### src/irq_pkg.sv
package irq_pkg;
  localparam int NUM_SRC = 7;
  localparam int ADDR_W = 10;
  // source slots, also the polling order inside one level
  localparam int SRC_PIN0 = 0;
  localparam int SRC_TIMER0 = 1;
  localparam int SRC_PIN1 = 2;
  localparam int SRC_TIMER1 = 3;
  localparam int SRC_SERIAL = 4;
  localparam int SRC_TIMER2 = 5;
  localparam int SRC_COUNTER_ARRAY = 6;
  // register indices; byte address is four times the index
  localparam logic [7:0] IDX_PCON = 8'h87;
  localparam logic [7:0] IDX_SCON = 8'h98;
  localparam logic [7:0] IDX_EN_MASK = 8'ha8;
  localparam logic [7:0] IDX_LVL_HI = 8'hb7;
  localparam logic [7:0] IDX_LVL_LO = 8'hb8;
  localparam logic [7:0] IDX_STAT = 8'hc0;
  localparam logic [7:0] IDX_MASK = 8'hc1;
  localparam logic [7:0] IDX_SVC = 8'hc2;
  // field positions
  localparam int GLOBAL_BIT = 7;
  localparam int IDLE_BIT = 0;
  localparam int TX_FLAG_BIT = 1;
  localparam int RX_FLAG_BIT = 0;
  // reset values and write masks
  localparam logic [7:0] EN_MASK_RST = 8'h00;
  localparam logic [6:0] LVL_LO_RST = 7'h00;
  localparam logic [6:0] LVL_HI_RST = 7'h00;
  localparam logic [7:0] SCON_RST = 8'h00;
  localparam logic [7:0] PCON_RST = 8'h10;
  localparam logic [7:0] PCON_WMASK = 8'hdf;
  // status events
  localparam int EV_W = 4;
  localparam int EV_TAKEN = 0;
  localparam int EV_WAKE = 1;
  localparam int EV_RETI = 2;
  localparam int EV_ORPHAN = 3;
  localparam logic [1:0] RESP_OKAY = 2'h0;
  localparam logic [1:0] RESP_SLVERR = 2'h2;
  // code addresses per source slot, slot 0 in the low word
  localparam logic [NUM_SRC-1:0][15:0] VEC_TABLE = {
    16'h0033, 16'h002b, 16'h0023, 16'h001b, 16'h0013, 16'h000b, 16'h0003};
endpackage

### src/arb_if.sv
`timescale 1ns/100ps
`default_nettype none
interface arb_if;
  import irq_pkg::*;
  logic [NUM_SRC-1:0] req;
  logic [7:0] en_mask;
  logic [NUM_SRC-1:0] lvl_lo;
  logic [NUM_SRC-1:0] lvl_hi;
  logic [3:0] svc;
  logic [NUM_SRC-1:0][1:0] lvl;
  logic [NUM_SRC-1:0] elig;
  logic svc_any;
  logic [1:0] svc_top;
  logic win_valid;
  logic [2:0] win_idx;
  logic [1:0] win_lvl;
  modport arbiter (input req, en_mask, lvl_lo, lvl_hi, svc,
    output lvl, elig, svc_any, svc_top, win_valid, win_idx, win_lvl);
  modport ctrl (output req, en_mask, lvl_lo, lvl_hi, svc,
    input lvl, elig, svc_any, svc_top, win_valid, win_idx, win_lvl);
endinterface
`default_nettype wire

### src/pin_sync.sv
`timescale 1ns/100ps
`default_nettype none
module pin_sync #(
  parameter int WIDTH = 2,
  parameter logic [WIDTH-1:0] RST_VAL = '1
) (
  input wire logic aclk,
  input wire logic aresetn,
  input wire logic [WIDTH-1:0] d,
  output logic [WIDTH-1:0] q
);
  typedef struct packed {
    logic [WIDTH-1:0] meta;
    logic [WIDTH-1:0] stable;
  } sync_t;
  sync_t st_r;
  sync_t st_nxt;
  always_comb begin
    st_nxt.meta = d;
    st_nxt.stable = st_r.meta;
    if (!aresetn) begin
      st_nxt.meta = RST_VAL;
      st_nxt.stable = RST_VAL;
    end
  end
  always_ff @(posedge aclk) begin
    st_r <= st_nxt;
  end
  assign q = st_r.stable;
endmodule // pin_sync
`default_nettype wire

### src/prio_arbiter.sv
`timescale 1ns/100ps
`default_nettype none
module prio_arbiter (
  arb_if.arbiter bus
);
  import irq_pkg::*;
  genvar g;
  always_comb begin
    bus.svc_any = |bus.svc;
    bus.svc_top = 2'd0;
    for (int l = 0; l < 4; l++) begin
      if (bus.svc[l]) begin
        bus.svc_top = 2'(l);
      end
    end
  end
  for (g = 0; g < NUM_SRC; g++) begin : g_src
    assign bus.lvl[g] = {bus.lvl_hi[g], bus.lvl_lo[g]};
    assign bus.elig[g] = bus.req[g] && bus.en_mask[g] && bus.en_mask[GLOBAL_BIT]
      && (!bus.svc_any || bus.lvl[g] > bus.svc_top);
  end
  // ascending scan with strict compare keeps the lowest slot on a tie
  always_comb begin
    bus.win_valid = 1'b0;
    bus.win_idx = 3'd0;
    bus.win_lvl = 2'd0;
    for (int i = 0; i < NUM_SRC; i++) begin
      if (bus.elig[i] && (!bus.win_valid || bus.lvl[i] > bus.win_lvl)) begin
        bus.win_valid = 1'b1;
        bus.win_idx = 3'(i);
        bus.win_lvl = bus.lvl[i];
      end
    end
  end
endmodule // prio_arbiter
`default_nettype wire

### src/irq_controller.sv
// How it works
// - seven sources: two pins, three timers, serial port, counter array
// - global gate bit 7 of enable register blocks all requests when zero
// - enables: array 6, timer2 5, serial 4, timer1 3, pin1 2, timer0 1, pin0 0
// - level is high bit from high register, low bit from low register
// - only a strictly higher level preempts; level 3 is never preempted
// - simultaneous requests of different levels: higher level served first
// - ties inside a level broken by a fixed polling sequence
// - polling order pin0, timer0, pin1, timer1, serial, timer2, counter array
// - counter array vectors to 0033h, others keep the classic addresses
// - low priority register uses enable bit positions; bit 7 reserved
// - high priority register mirrors low register positions; bit 7 reserved
// - idle bit cleared by hardware when an eligible request wins arbitration, or on reset
// - transmit flag set by hardware, held until software clears it
// - receive flag set by hardware, cleared only by software writing zero
// - serial request is rx or tx; timer2 request is overflow or capture flag
// - after the handler, the core resumes after the idle-entry instruction
`timescale 1ns/100ps
`default_nettype none
module irq_controller (
  input wire logic aclk,
  input wire logic aresetn,
  input wire logic [irq_pkg::ADDR_W-1:0] s_axi_awaddr,
  input wire logic s_axi_awvalid,
  output logic s_axi_awready,
  input wire logic [31:0] s_axi_wdata,
  input wire logic [3:0] s_axi_wstrb,
  input wire logic s_axi_wvalid,
  output logic s_axi_wready,
  output logic [1:0] s_axi_bresp,
  output logic s_axi_bvalid,
  input wire logic s_axi_bready,
  input wire logic [irq_pkg::ADDR_W-1:0] s_axi_araddr,
  input wire logic s_axi_arvalid,
  output logic s_axi_arready,
  output logic [31:0] s_axi_rdata,
  output logic [1:0] s_axi_rresp,
  output logic s_axi_rvalid,
  input wire logic s_axi_rready,
  input wire logic pin_request_0_n,
  input wire logic pin_request_1_n,
  input wire logic timer0_overflow,
  input wire logic timer1_overflow,
  input wire logic timer2_overflow,
  input wire logic timer2_capture_reload_flag,
  input wire logic counter_array_req,
  input wire logic tx_done_set,
  input wire logic rx_done_set,
  output logic vector_req,
  output logic [15:0] vector_addr,
  input wire logic vector_ack,
  input wire logic handler_return,
  output logic sleep_cpu_bit,
  output logic irq
);
  import irq_pkg::*;

  typedef struct packed {
    logic [7:0] en_mask;
    logic [6:0] lvl_lo;
    logic [6:0] lvl_hi;
    logic [7:0] scon;
    logic [7:0] pcon;
    logic [EV_W-1:0] stat;
    logic [EV_W-1:0] mask;
    logic [3:0] svc;
    logic req;
    logic [2:0] idx;
    logic [1:0] lvl;
    logic [15:0] vec;
    logic irq;
    logic aw_have;
    logic [ADDR_W-1:0] aw_addr;
    logic w_have;
    logic [7:0] w_data;
    logic w_en;
    logic awready;
    logic wready;
    logic bvalid;
    logic [1:0] bresp;
    logic arready;
    logic rvalid;
    logic [31:0] rdata;
    logic [1:0] rresp;
  } state_t;

  state_t st_r;
  state_t st_nxt;
  logic [1:0] pins_n;
  logic [EV_W-1:0] ev;
  logic [7:0] wr_idx;
  logic [31:0] rd_data;
  logic rd_ok;
  logic scon_we;
  logic [3:0] svc_work;

  arb_if u_if ();

  // pins come from outside the clock domain; idle level is high
  pin_sync #(
    .WIDTH(2),
    .RST_VAL(2'h3)
  ) u_pin_sync (
    .aclk(aclk),
    .aresetn(aresetn),
    .d({pin_request_1_n, pin_request_0_n}),
    .q(pins_n)
  );

  prio_arbiter u_arb (
    .bus(u_if.arbiter)
  );

  // request vector in polling order
  assign u_if.req = {counter_array_req,
    timer2_overflow | timer2_capture_reload_flag,
    st_r.scon[RX_FLAG_BIT] | st_r.scon[TX_FLAG_BIT],
    timer1_overflow, ~pins_n[1], timer0_overflow, ~pins_n[0]};
  assign u_if.en_mask = st_r.en_mask;
  assign u_if.lvl_lo = st_r.lvl_lo;
  assign u_if.lvl_hi = st_r.lvl_hi;
  assign u_if.svc = st_r.svc;

  always_comb begin
    st_nxt = st_r;
    ev = '0;
    wr_idx = st_r.aw_addr[ADDR_W-1:2];
    scon_we = 1'b0;
    svc_work = st_r.svc;
    rd_ok = 1'b1;
    rd_data = 32'h0;
    // reserved bits read as zero
    case (s_axi_araddr[ADDR_W-1:2])
      IDX_EN_MASK: rd_data = {24'h0, st_r.en_mask};
      IDX_LVL_LO: rd_data = {25'h0, st_r.lvl_lo};
      IDX_LVL_HI: rd_data = {25'h0, st_r.lvl_hi};
      IDX_SCON: rd_data = {24'h0, st_r.scon};
      IDX_PCON: rd_data = {24'h0, st_r.pcon};
      IDX_STAT: rd_data = {28'h0, st_r.stat};
      IDX_MASK: rd_data = {28'h0, st_r.mask};
      IDX_SVC: rd_data = {24'h0, st_r.req, st_r.lvl, 1'b0, st_r.svc};
      default: rd_ok = 1'b0;
    endcase
    // write address and data are taken independently
    if (s_axi_awvalid && st_r.awready) begin
      st_nxt.aw_have = 1'b1;
      st_nxt.aw_addr = s_axi_awaddr;
    end
    if (s_axi_wvalid && st_r.wready) begin
      st_nxt.w_have = 1'b1;
      st_nxt.w_data = s_axi_wdata[7:0];
      st_nxt.w_en = s_axi_wstrb[0];
    end
    if (st_r.bvalid && s_axi_bready) begin
      st_nxt.bvalid = 1'b0;
    end
    if (st_r.aw_have && st_r.w_have && !st_r.bvalid) begin
      st_nxt.aw_have = 1'b0;
      st_nxt.w_have = 1'b0;
      st_nxt.bvalid = 1'b1;
      st_nxt.bresp = RESP_OKAY;
      case (wr_idx)
        IDX_EN_MASK: begin
          if (st_r.w_en) st_nxt.en_mask = st_r.w_data;
        end
        IDX_LVL_LO: begin
          if (st_r.w_en) st_nxt.lvl_lo = st_r.w_data[6:0];
        end
        IDX_LVL_HI: begin
          if (st_r.w_en) st_nxt.lvl_hi = st_r.w_data[6:0];
        end
        IDX_SCON: begin
          scon_we = st_r.w_en;
          if (st_r.w_en) st_nxt.scon = st_r.w_data;
        end
        IDX_PCON: begin
          if (st_r.w_en) st_nxt.pcon = st_r.w_data & PCON_WMASK;
        end
        IDX_STAT: begin
          if (st_r.w_en) st_nxt.stat = st_r.stat & ~st_r.w_data[EV_W-1:0];
        end
        IDX_MASK: begin
          if (st_r.w_en) st_nxt.mask = st_r.w_data[EV_W-1:0];
        end
        IDX_SVC: begin
          st_nxt.bresp = RESP_OKAY;
        end
        default: begin
          st_nxt.bresp = RESP_SLVERR;
        end
      endcase
    end
    st_nxt.awready = !st_nxt.aw_have && !st_nxt.bvalid;
    st_nxt.wready = !st_nxt.w_have && !st_nxt.bvalid;
    if (st_r.rvalid && s_axi_rready) begin
      st_nxt.rvalid = 1'b0;
    end
    if (s_axi_arvalid && st_r.arready) begin
      st_nxt.rvalid = 1'b1;
      st_nxt.rdata = rd_data;
      st_nxt.rresp = rd_ok ? RESP_OKAY : RESP_SLVERR;
    end
    st_nxt.arready = !st_nxt.rvalid;
    // serial flags: a hardware set beats a software clear in the same cycle
    if (tx_done_set) st_nxt.scon[TX_FLAG_BIT] = 1'b1;
    if (rx_done_set) st_nxt.scon[RX_FLAG_BIT] = 1'b1;
    // return releases the top level before a new level is pushed
    if (handler_return) begin
      if (u_if.svc_any) begin
        svc_work[u_if.svc_top] = 1'b0;
        ev[EV_RETI] = 1'b1;
      end else begin
        ev[EV_ORPHAN] = 1'b1;
      end
    end
    if (st_r.req && vector_ack) begin
      svc_work[st_r.lvl] = 1'b1;
      st_nxt.req = 1'b0;
      ev[EV_TAKEN] = 1'b1;
    end else begin
      // offer follows the arbiter until the core takes it
      st_nxt.req = u_if.win_valid;
      st_nxt.idx = u_if.win_idx;
      st_nxt.lvl = u_if.win_lvl;
      st_nxt.vec = VEC_TABLE[u_if.win_idx];
    end
    st_nxt.svc = svc_work;
    // wake beats a software write that sets idle in the same cycle
    if (u_if.win_valid) begin
      if (st_r.pcon[IDLE_BIT]) ev[EV_WAKE] = 1'b1;
      st_nxt.pcon[IDLE_BIT] = 1'b0;
    end
    st_nxt.stat = st_nxt.stat | ev;
    st_nxt.irq = |(st_nxt.stat & st_nxt.mask);
    if (!aresetn) begin
      st_nxt = '0;
      st_nxt.en_mask = EN_MASK_RST;
      st_nxt.lvl_lo = LVL_LO_RST;
      st_nxt.lvl_hi = LVL_HI_RST;
      st_nxt.scon = SCON_RST;
      st_nxt.pcon = PCON_RST;
      st_nxt.awready = 1'b1;
      st_nxt.wready = 1'b1;
      st_nxt.arready = 1'b1;
    end
  end

  always_ff @(posedge aclk) begin
    st_r <= st_nxt;
  end

  assign s_axi_awready = st_r.awready;
  assign s_axi_wready = st_r.wready;
  assign s_axi_bresp = st_r.bresp;
  assign s_axi_bvalid = st_r.bvalid;
  assign s_axi_arready = st_r.arready;
  assign s_axi_rdata = st_r.rdata;
  assign s_axi_rresp = st_r.rresp;
  assign s_axi_rvalid = st_r.rvalid;
  assign vector_req = st_r.req;
  assign vector_addr = st_r.vec;
  assign sleep_cpu_bit = st_r.pcon[IDLE_BIT];
  assign irq = st_r.irq;

  // helper logic read only by the checks below
  logic higher_pending;
  logic tie_before;
  always_comb begin
    higher_pending = 1'b0;
    tie_before = 1'b0;
    for (int i = 0; i < NUM_SRC; i++) begin
      if (u_if.elig[i] && u_if.lvl[i] > u_if.win_lvl) higher_pending = 1'b1;
      if (u_if.elig[i] && u_if.lvl[i] == u_if.win_lvl && 3'(i) < u_if.win_idx) begin
        tie_before = 1'b1;
      end
    end
  end
endmodule // irq_controller
`default_nettype wire

### config.mk
export PLATFORM = sky130hd
export DESIGN_NAME = irq_controller
export DESIGN_NICKNAME = d
export VERILOG_FILES = /design/src/irq_pkg.sv /design/src/arb_if.sv /design/src/pin_sync.sv /design/src/prio_arbiter.sv /design/src/irq_controller.sv
export SDC_FILE = /design/constraint.sdc
export NUM_CORES = 1
export LEC_CHECK = 0
export ABC_AREA = 0
export BUFFER_PORTS_ARGS = -buffer_cell sky130_fd_sc_hd__buf_2
export CORE_AREA = 4 4 108 187
export CTS_BUF_LIST = sky130_fd_sc_hd__clkbuf_8 sky130_fd_sc_hd__clkbuf_16
export DETAILED_ROUTE_END_ITERATION = 6
export DIE_AREA = 0 0 112 191
export SLEW_MARGIN = 20
export SYNTH_ARGS = -nofsm -noshare
export SYNTH_HDL_FRONTEND = slang
export SYNTH_SLANG_ARGS = --single-unit
### constraint.sdc
create_clock -name aclk -period 16.2 [get_ports aclk]
set_input_delay 0 -clock aclk [delete_from_list [all_inputs] [get_ports aclk]]
set_output_delay 0 -clock aclk [all_outputs]
set_load 0.005 [all_outputs]
* Word-level counts from Yosys, hierarchy flattened
Memory sizes are Yosys's and may differ from the RTL's. A register that Yosys moved wholly into a read port is not among the register bits.
Cells that the tools add are included.
** Storage, ports and cells
- Input port bits :: 74
- Bits in read-only memories :: 128
- Logic and storage cells :: 219
- Register bits after elaboration :: 119
- Output and inout bits :: 60
- Memories kept :: 1
** Memory list
- (name not given) :: depth 8, width 16, read ports 1, clocked after Yosys merged registers in 1, wr ports 0, RTL line irq_controller.sv:225 : st_nxt.vec = VEC_TABLE[u_if.win_idx];
** Operators by class
- Reductions and logical operators :: 85
- Order comparisons :: 17
- Muxes and demuxes :: 59
- Bitwise logic cells :: 12
- Eq/ne operators :: 16
** Operators with widths (number)
- 8-bit equality test, second input constant :: 16
- 8-bit one-hot mux with 8 select lines :: 1
- 1-bit logical AND :: 39
- 35-bit 2-to-1 mux :: 1
- 2-bit 2-to-1 mux :: 16
- 4-bit 2-to-1 mux :: 7
- 2-bit greater-than comparator :: 13
- 1-bit 2-to-1 mux :: 23
- 3-bit AND reduction :: 7
- 18-bit 2-to-1 mux :: 1
- 8-bit 2-to-1 mux :: 2
- 8-bit OR reduction :: 2
- 1-bit zero test :: 14
- 1-bit logical OR :: 13
- 4-bit bitwise AND :: 3
- 3-bit 2-to-1 mux :: 4
- 2-bit nonzero test :: 6
- 11-bit 2-to-1 mux :: 1
- 10-bit 2-to-1 mux :: 1
- 4-bit inverter :: 2
- 4-bit OR :: 2
- 4-bit OR reduction :: 2
- 2-bit by 3-bit < comparator with 1-bit output, second input constant :: 2
- 1-bit demux with 2-bit select :: 2
- other kinds (4) :: 9

* Depth between registers and ports, before layout
Gate-level depths: netlist of run 1.
- Word-level depth :: 35
- Mapped depth :: 51
- Mapped depth without buffers :: 50

* By module
Synthesis of run 1 repeated with hierarchy kept, for this count alone.
** Unflattened totals
- Cells, all modules :: 693
- Area, all modules :: 5731.7 sq um
** Modules (own cells, without submodules)
- irq_controller :: cells each 523, area an instance 4347.9 sq um, times used 1
- prio_arbiter :: cells each 160, area an instance 1263.7 sq um, times used 1
- pin_sync :: cells each 10, area an instance 120.1 sq um, times used 1

* Worst setup path before layout of run 1
OpenSTA, ideal clock, no wires.
- Kind :: register -> register
- Start point :: reg st_r, in the netlist u_if.svc[3]
- End point :: reg st_r[80] in the netlist's numbering
- Data required time :: 16.083 ns
- Slack :: 8.356 ns
- Data arrival time :: 7.727 ns
- Setup time :: 0.117 ns
- Cell stages (with the launch flop) :: 48
- Path through :: dfxtp_1 -> nor2_2 -> ha_1 -> nor2b_1 -> o21a_1 -> o21a_1 -> and2_1 -> ha_1 -> nand2_1 -> o21ai_0 -> o211ai_1 -> nand3_1 -> and2_1 -> ha_1 -> nor2b_1 -> a2bb2oi_1 -> a31oi_1 -> or2_1 -> [... 12 more ...] -> or2_1 -> buf_2 -> o211ai_2 -> nand2_1 -> ha_1 -> a21oi_1 -> a21oi_1 -> nand2_1 -> o21ai_1 -> and2_1 -> a31oi_1 -> ha_1 -> a21oi_1 -> a21oi_1 -> o2bb2a_4 -> buf_6 -> a31o_2 -> a22o_1
** On the way
- Longest elaborated chain between the ends :: 29
- Elaborated cells on any way between the ends :: 61
- Those cells by class :: order compare (13); mux (14); reduce/logical (34)
** RTL lines
- start: declaration :: RTL line irq_controller.sv:87 : state_t st_r;
- start signal: assignment :: RTL line irq_controller.sv:249 : st_r <= st_nxt;
- 2-bit 2-to-1 mux or 4-bit OR reduction (tied branches) :: RTL line prio_arbiter.sv:12, prio_arbiter.sv:9
- 2-bit greater-than comparator or 1-bit zero test (tied branches) :: RTL line prio_arbiter.sv:20 : && (!bus.svc_any || bus.lvl[g] > bus.svc_top);
- 1-bit logical OR :: RTL line prio_arbiter.sv:20
- 1-bit logical AND :: RTL line prio_arbiter.sv:20
- 2-bit 2-to-1 mux or 1-bit 2-to-1 mux (tied branches) :: RTL line prio_arbiter.sv:28 : if (bus.elig[i] && (!bus.win_valid || bus.lvl[i] > bus.win_lvl)) begin
- 2-bit greater-than comparator or 1-bit zero test (tied branches) :: RTL line prio_arbiter.sv:28
- 1-bit logical OR :: RTL line prio_arbiter.sv:28
- 1-bit logical AND :: RTL line prio_arbiter.sv:28
- [... 13 more ...]
- 2-bit greater-than comparator or 1-bit zero test (tied branches) :: RTL line prio_arbiter.sv:28
- 1-bit logical OR :: RTL line prio_arbiter.sv:28
- 1-bit logical AND :: RTL line prio_arbiter.sv:28
- 2-bit 2-to-1 mux or 1-bit 2-to-1 mux (tied branches) :: RTL line prio_arbiter.sv:28
- 2-bit greater-than comparator or 1-bit zero test (tied branches) :: RTL line prio_arbiter.sv:28
- 1-bit logical OR :: RTL line prio_arbiter.sv:28
- 1-bit logical AND :: RTL line prio_arbiter.sv:28
- 2-bit 2-to-1 mux (*) :: RTL line prio_arbiter.sv:28
Every way passes the cells marked *; elsewhere a longest branch is shown, timed or not.
A chain may end at the register's enable or synchronous reset.

* Worst setup path after layout of run 1
- Start point :: reg st_r, in the netlist u_if.svc[1]
- End point :: reg st_r[80] in the netlist's numbering
** On the way
- Longest elaborated chain between the ends :: 31
- Elaborated cells on any way between the ends :: 63
- Those cells by class :: order compare (13); mux (16); reduce/logical (34)
** RTL lines
- 1-bit 2-to-1 mux :: RTL line prio_arbiter.sv:12 : if (bus.svc[l]) begin
- 2-bit 2-to-1 mux (2 in a row) :: RTL line prio_arbiter.sv:12
- 2-bit greater-than comparator :: RTL line prio_arbiter.sv:20
- 1-bit logical OR :: RTL line prio_arbiter.sv:20
- 1-bit logical AND :: RTL line prio_arbiter.sv:20
- 2-bit 2-to-1 mux or 1-bit 2-to-1 mux (tied branches) :: RTL line prio_arbiter.sv:28
- 2-bit greater-than comparator or 1-bit zero test (tied branches) :: RTL line prio_arbiter.sv:28
- 1-bit logical OR :: RTL line prio_arbiter.sv:28
- [... 14 more ...]
- 2-bit greater-than comparator or 1-bit zero test (tied branches) :: RTL line prio_arbiter.sv:28
- 1-bit logical OR :: RTL line prio_arbiter.sv:28
- 1-bit logical AND :: RTL line prio_arbiter.sv:28
- 2-bit 2-to-1 mux or 1-bit 2-to-1 mux (tied branches) :: RTL line prio_arbiter.sv:28
- 2-bit greater-than comparator or 1-bit zero test (tied branches) :: RTL line prio_arbiter.sv:28
- 1-bit logical OR :: RTL line prio_arbiter.sv:28
- 1-bit logical AND :: RTL line prio_arbiter.sv:28
- 2-bit 2-to-1 mux (*) :: RTL line prio_arbiter.sv:28
Marked as above.

==> results of run 1 <==
power by group through the flow:
stage | logic, mW | clock network [mW] | registers [mW]
after floorplan | 0.0338 | 0 | 0.250
after global placement | 0.0356 | 0 | 0.255
after detailed placement | 0.0357 | 0 | 0.255
after global routing | 0.0475 | 0.232 | 0.251
final | 0.0422 | 0.217 | 0.250
after CTS | 0.0424 | 0.223 | 0.250
flip-flops by register name (all words and copies together) (netlist names):
signal           count
s_axi_rvalid         1
vector_addr          4
irq                  1
s_axi_wready         1
s_axi_bvalid         1
s_axi_awready        1
st_r                43
u_if.lvl_hi          7
sleep_cpu_bit        1
s_axi_rresp          1
vector_req           1
u_if.lvl_lo          7
u_pin_sync.st_r      2
u_if.svc             4
s_axi_bresp          1
u_pin_sync.q         2
s_axi_arready        1
s_axi_rdata          8
u_if.en_mask         8
per-layer routing:
layer | GRT usage | vias to the layer above
li1 | - | 2340
met1 | 0.1434 | 2165
met2 | 0.2685 | 147
met3 | 0.02629 | 44
met4 | 0.08792 | 0
met5 | 0 | -
cells in the mapped netlist, types with 5 or more instances:
library cell  count  area, µm²
o21ai_0          18      90.09
ha_1             26      325.3
a22oi_1           9      67.56
nand4b_1          6      52.55
a221oi_1          5      43.79
nor2b_1          15      93.84
nand2_1          66      247.7
nor2_1           72      270.3
dfxtp_1          95       1902
a21oi_1          58      290.3
mux2_2            7      78.83
and3_1            5      31.28
clkbuf_1         26      97.59
nand2b_1          6      37.54
o211ai_1          9      67.56
buf_4            52      390.4
and2_1            8      50.05
inv_1            19      71.32
o22ai_1           9      56.30
mux2i_1          45      450.4
a31oi_1           6      37.54
o21a_1            5      37.54
nand3_1          16      80.08
cell families after synthesis:
family | after synthesis | synth area share
AO/OA/AOI/OAI | 152 | 0.1789
adder cells (fa/ha/maj) | 26 | 0.05909
buffers and inverters | 103 | 0.1089
flip-flops | 95 | 0.3455
multiplexers | 52 | 0.09614
other | 1 | 0.0006812
AND/OR/NAND/NOR | 227 | 0.2109
final timing paths:
path                 startpoint               to  slack, ps  cells after the start
max                 u_if.svc[1]         st_r[80]       7320                     44
min                     aresetn        st_r[101]         40                      2
max reg2reg         u_if.svc[1]         st_r[80]       7320                     44
min reg2reg  u_pin_sync.st_r[3]  u_pin_sync.q[1]        410                      1
repair_timing:
action | CTS | global route
hold endpoints to repair | 26 | 0
hold buffers | 34 | 0
setup endpoints to repair | 0 | 0
critical path: cells and delay by family, from the launching register on:
| kind | cells | cell delay [ps] |
|---|---|---|
| AOI/OAI and AO/OA | 25 | 4890 |
| and+or+nand+nor | 12 | 1490 |
| adders and majority gates | 7 | 1910 |
| DFF | 1 | 480 |
per-stage QoR:
| stage | worst slack (ps) | power, mW |
|---|---|---|
| final | 7322 | 0.5086 |
| after global routing | 6713 | 0.5307 |
| after CTS | 7315 | 0.5147 |
| after detailed placement | 7356 | 0.2909 |
| after global placement | 7400 | 0.2905 |
| after floorplan | 8356 | 0.2840 |
cell type report:
cell class,count,area (µm²)
Tap cell,238,297.8
Fill cell,1948,12180
Inverter,19,71.32
Sequential cell,95,1902
Timing Repair Buffer,101,680.7
Multi-Input combinational cell,494,3139
Clock buffer,9,225.2
Clock inverter,7,80.08
cell usage in the layout, fill, tap and decap left out, types with 5 or more instances in the layout:
cell type / instances
clkbuf_16: 9
o21ai_0: 18
o21a_1: 5
mux2i_1: 45
a221oi_1: 5
inv_1: 18
nand3_1: 16
a31oi_1: 6
conb_1: 37
nand2b_1: 6
dfxtp_1: 95
o22ai_1: 9
and2_1: 8
and3_1: 5
nor2_1: 72
ha_1: 26
o211ai_1: 9
buf_2: 65
nand2_1: 66
mux2_2: 7
a22oi_1: 9
dlygate4sd3_1: 34
nor2b_1: 15
a21oi_1: 58
nand4b_1: 6
==> results.yml, run 1 <==
setup_path:
  cp.arrival_ps: 9130
  slowest_stage: "dfxtp_1"
  worst_path_largest_cell_delay_ps: 480
  worst_path_most_repeated_cell: "ha_1"
  critPathMaxFanout: 7
  critPathKind: "flip-flop to flip-flop"
  worstSetupStartpointType: "flip-flop"
  endpoint_kind: "flip-flop"
  required_ps: 16450
finish:
  drive_gt1_frac: 0.1545
  instances_no_fill: 963
  finish.utilization: 0.3442
  stdcell_area_um2: 6396
  antenna_cells: 0
  fin_nets: 820
  syn_to_final_growth_pct: 16.18
pwr:
  max-vdd-ir-drop_v: 0.00006176
  p_leak_nw: 2.611
  seqPwrFrac: 0.491
  p_sw_uw: 126.6
  p_clk_frac: 0.426
  p_sw_frac: 0.2490
  power_density_nw_per_um2: 79.51
  p_int_uw: 381.9
  comb_power_share: 0.083
synthesis:
  async_reset_ff_frac: 0
  synth.yosys.seq_area_share: 0.3455
  synth-edff-count: 0
  ys_ff_latch: 95
  yosysUniqueCellTypes: 69
  yosysWarnings: 0
  syn-instance-count: 656
  synth_area_um2: 5505
  synth_flop_cell: "dfxtp_1"
  avgSynthCellArea_um2: 8.392
timing:
  rsz0062_at_grt: "false"
  fmax_mhz: 112.6
  fin_tns_setup_ps: 0
  relSlewSlack: 0.4379
  min_period_ps: 8878
  worst_pin_slew_ps: 822.0
  final_hold_viol_count: 0
  finalClockSkew_ps: 11.71
  whs_ps: 40.13
  setup_viol: 0
  period_share: 0.5480
  slew_violations: 0
worst_hold_path:
  hold_class: "primary input to flip-flop"
route:
  met1Wirelength_um: 5553
  wl_met2_um: 8230
  top_layer: "met4"
  vias: 4696
  routed_wl_um: 15240
  drc_errors: 0
  drt_iter0_drc: 247
  via_per_inst: 4.876
  route.met3.wl_um: 637
  antenna_left: 0
  wl_per_cell_um: 15.82
  dr.pass1.iters: 4
clocking:
  htree_levels: 3
  clk_latency_ps: 350
  cts_buffer_depth: 2
  cts_tree: "built"
  clkTransAtPathRegs_ps: 70
  cts-resized-gates: 0
  cts_buffers: 9
  postCtsSetupRepairBufs: 0
  cts_root_buffer: "clkbuf_16"
  cts_sinks: 95
die:
  row_count: 66
  ios: 134
  die_y_um: 191
  initial_core_util: 0.2963
  dieArea_um2: 21390
  die_w_um: 112
  core_um2: 18580
global_routing:
  grt-ovfl-total: 0
  grt_pass1_wl_um: 24140
  grt_max_degree: 76
  grt_usage: 0.1428
  grt_pass1_vias: 4659
  antenna_found_initial: 0
place:
  port_buffers: 65
  placedCellCount: 913
  dpl_cell_area_um2: 5751
  globalplace.congestion: 0.8346
  hpwl_um: 11770
job:
  cap_violations: 0
status:
  status: "finished clean"
(Power assumes the default switching activity.)
==> inputs of run 2 (changes only) <==
clock period = 9.2 ns   (was 16.2 ns; I/O delays follow)
==> results.yml, run 2 (synthesis results as in run 1) <==
status:
  status: "finished clean"
route:
  drt_iter0_drc: 242
  antenna_left: 0
  drc_errors: 0
  wl_per_cell_um: 16.24
  dr.pass1.iters: 4
  via_per_inst: 4.977
  routed_wl_um: 15690
  vias: 4808
timing:
  min_period_ps: 8557
  slew_violations: 0
  period_share: 0.9301
  setup_viol: 0
  whs_ps: 55.34
  worst_pin_slew_ps: 874.4
  layout_setup_ws_ps: 642.9
  fin_tns_setup_ps: 0
  final_hold_viol_count: 0
  finalClockSkew_ps: 10.79
  fmax_mhz: 116.9
  relSlewSlack: 0.4020
setup_path:
  critPathKind: "flip-flop to flip-flop"
  cp.arrival_ps: 8810
  worstSetupStartpointType: "flip-flop"
  cp_num_cells: 46
  worst_path_most_repeated_cell: "ha_1"
  rr_worst_depth: 46
  slowest_stage: "dfxtp_1"
  critPathMaxFanout: 7
  required_ps: 9450
  worst_path_largest_cell_delay_ps: 470
  endpoint_kind: "flip-flop"
  crit_family: "compound AO/OA/AOI/OAI gates"
  crit_buf_inv: 1
finish:
  drive_gt1_frac: 0.1635
  syn_to_final_growth_pct: 17.41
  instances_no_fill: 966
  antenna_cells: 0
  largest_reg_flops: 43
  top_register: "st_r"
  fin_nets: 823
  mostFrequentLayoutCells: "dfxtp_1 (95), nor2_1 (72), nand2_1 (66)"
  final_common_cell: "dfxtp_1"
global_routing:
  grt-ovfl-total: 0
  grt_max_degree: 76
  grt_usage: 0.1460
  grt_pass1_wl_um: 24470
  antenna_found_initial: 0
  grt_pass1_vias: 4653
clocking:
  clkTransAtPathRegs_ps: 70
  htree_levels: 3
  cts_sinks: 95
  clk_latency_ps: 350
  cts_buffers: 9
  cts_buffer_depth: 2
  cts_tree: "built"
  cts_root_buffer: "clkbuf_16"
  postCtsSetupRepairBufs: 0
die:
  die_y_um: 191
  initial_core_util: 0.2963
  row_count: 66
  dieArea_um2: 21390
  die_w_um: 112
  ios: 134
  core_um2: 18580
pwr:
  max-vdd-ir-drop_v: 0.0001203
  p_leak_nw: 2.648
  power_density_nw_per_um2: 143.1
place:
  port_buffers: 65
  dp_slack_ps: 541.5
  placedCellCount: 916
  hpwl_um: 12050
  globalplace.congestion: 0.8785
job:
  cap_violations: 0
worst_hold_path:
  hold_class: "primary input to flip-flop"
  hold_path_depth: 2
## run 2: cell types whose count changed in the layout (fill, tap and decap cells not counted), moves of 2 or more
| cell | previous run | this run |
|---|---|---|
| a31oi_1 | 6 | 4 |
| a31oi_2 | 1 | 3 |
| buf_4 | 2 | 5 |
| inv_6 | 2 | 0 |
## run 2: final timing paths
check / start / to / slack (ps)
worst min register to register: u_pin_sync.st_r[3] / u_pin_sync.q[1] / 410
worst max-delay path: u_if.svc[2] / st_r[80] / 640
worst max register to register: u_if.svc[2] / st_r[80] / 640
worst min-delay path: aresetn / st_r[101] / 60
## run 2: area by class of cell
type	count	area, µm²
Multi-Input combinational cell	494	3158
Sequential cell	95	1902
Timing Repair Buffer	104	703.2
Inverter	19	71.32
Fill cell	1955	12120
Tap cell	238	297.8
Clock buffer	10	239.0
Clock inverter	6	92.59
## run 2: per-layer routing
metal  share of wire  track usage
met5               0            0
met4           0.062      0.09625
met3           0.039      0.02027
met2            0.54       0.2773
met1            0.36       0.1455
## run 2: worst reg2reg max path, delay by kind of cell (launching register included)
| family | cells | cell delay (ps) |
|---|---|---|
| AO/OA/AOI/OAI | 25 | 4250 |
| adder cells (fa/ha/maj) | 7 | 2020 |
| buffers and inverters | 1 | 70 |
| flip-flops | 1 | 470 |
| AND/OR/NAND/NOR | 13 | 1680 |
## run 2: repair_timing
item / CTS / global route
hold buffers: 34 / 0
gates resized for setup: 0 / 5
endpoints found under the setup margin: 0 / 2
hold endpoints to repair: 26 / 0
## run 2: report_power, final
part	total (mW)	internal, mW	switching, mW
Clock	0.411	0.247	0.163
Combinational	0.0745	0.0346	0.0399
Sequential	0.440	0.425	0.0154
## run 2: stage by stage
step                total power [mW]  instance area, µm²    util
floorplan                     0.5000                5640       -
CTS                           0.9335                6445  0.3469
global route                  0.9569                6464  0.3479
finish                        0.9251                6464  0.3479
global placement              0.5119                5773  0.3107
detailed placement            0.5127                5773  0.3107
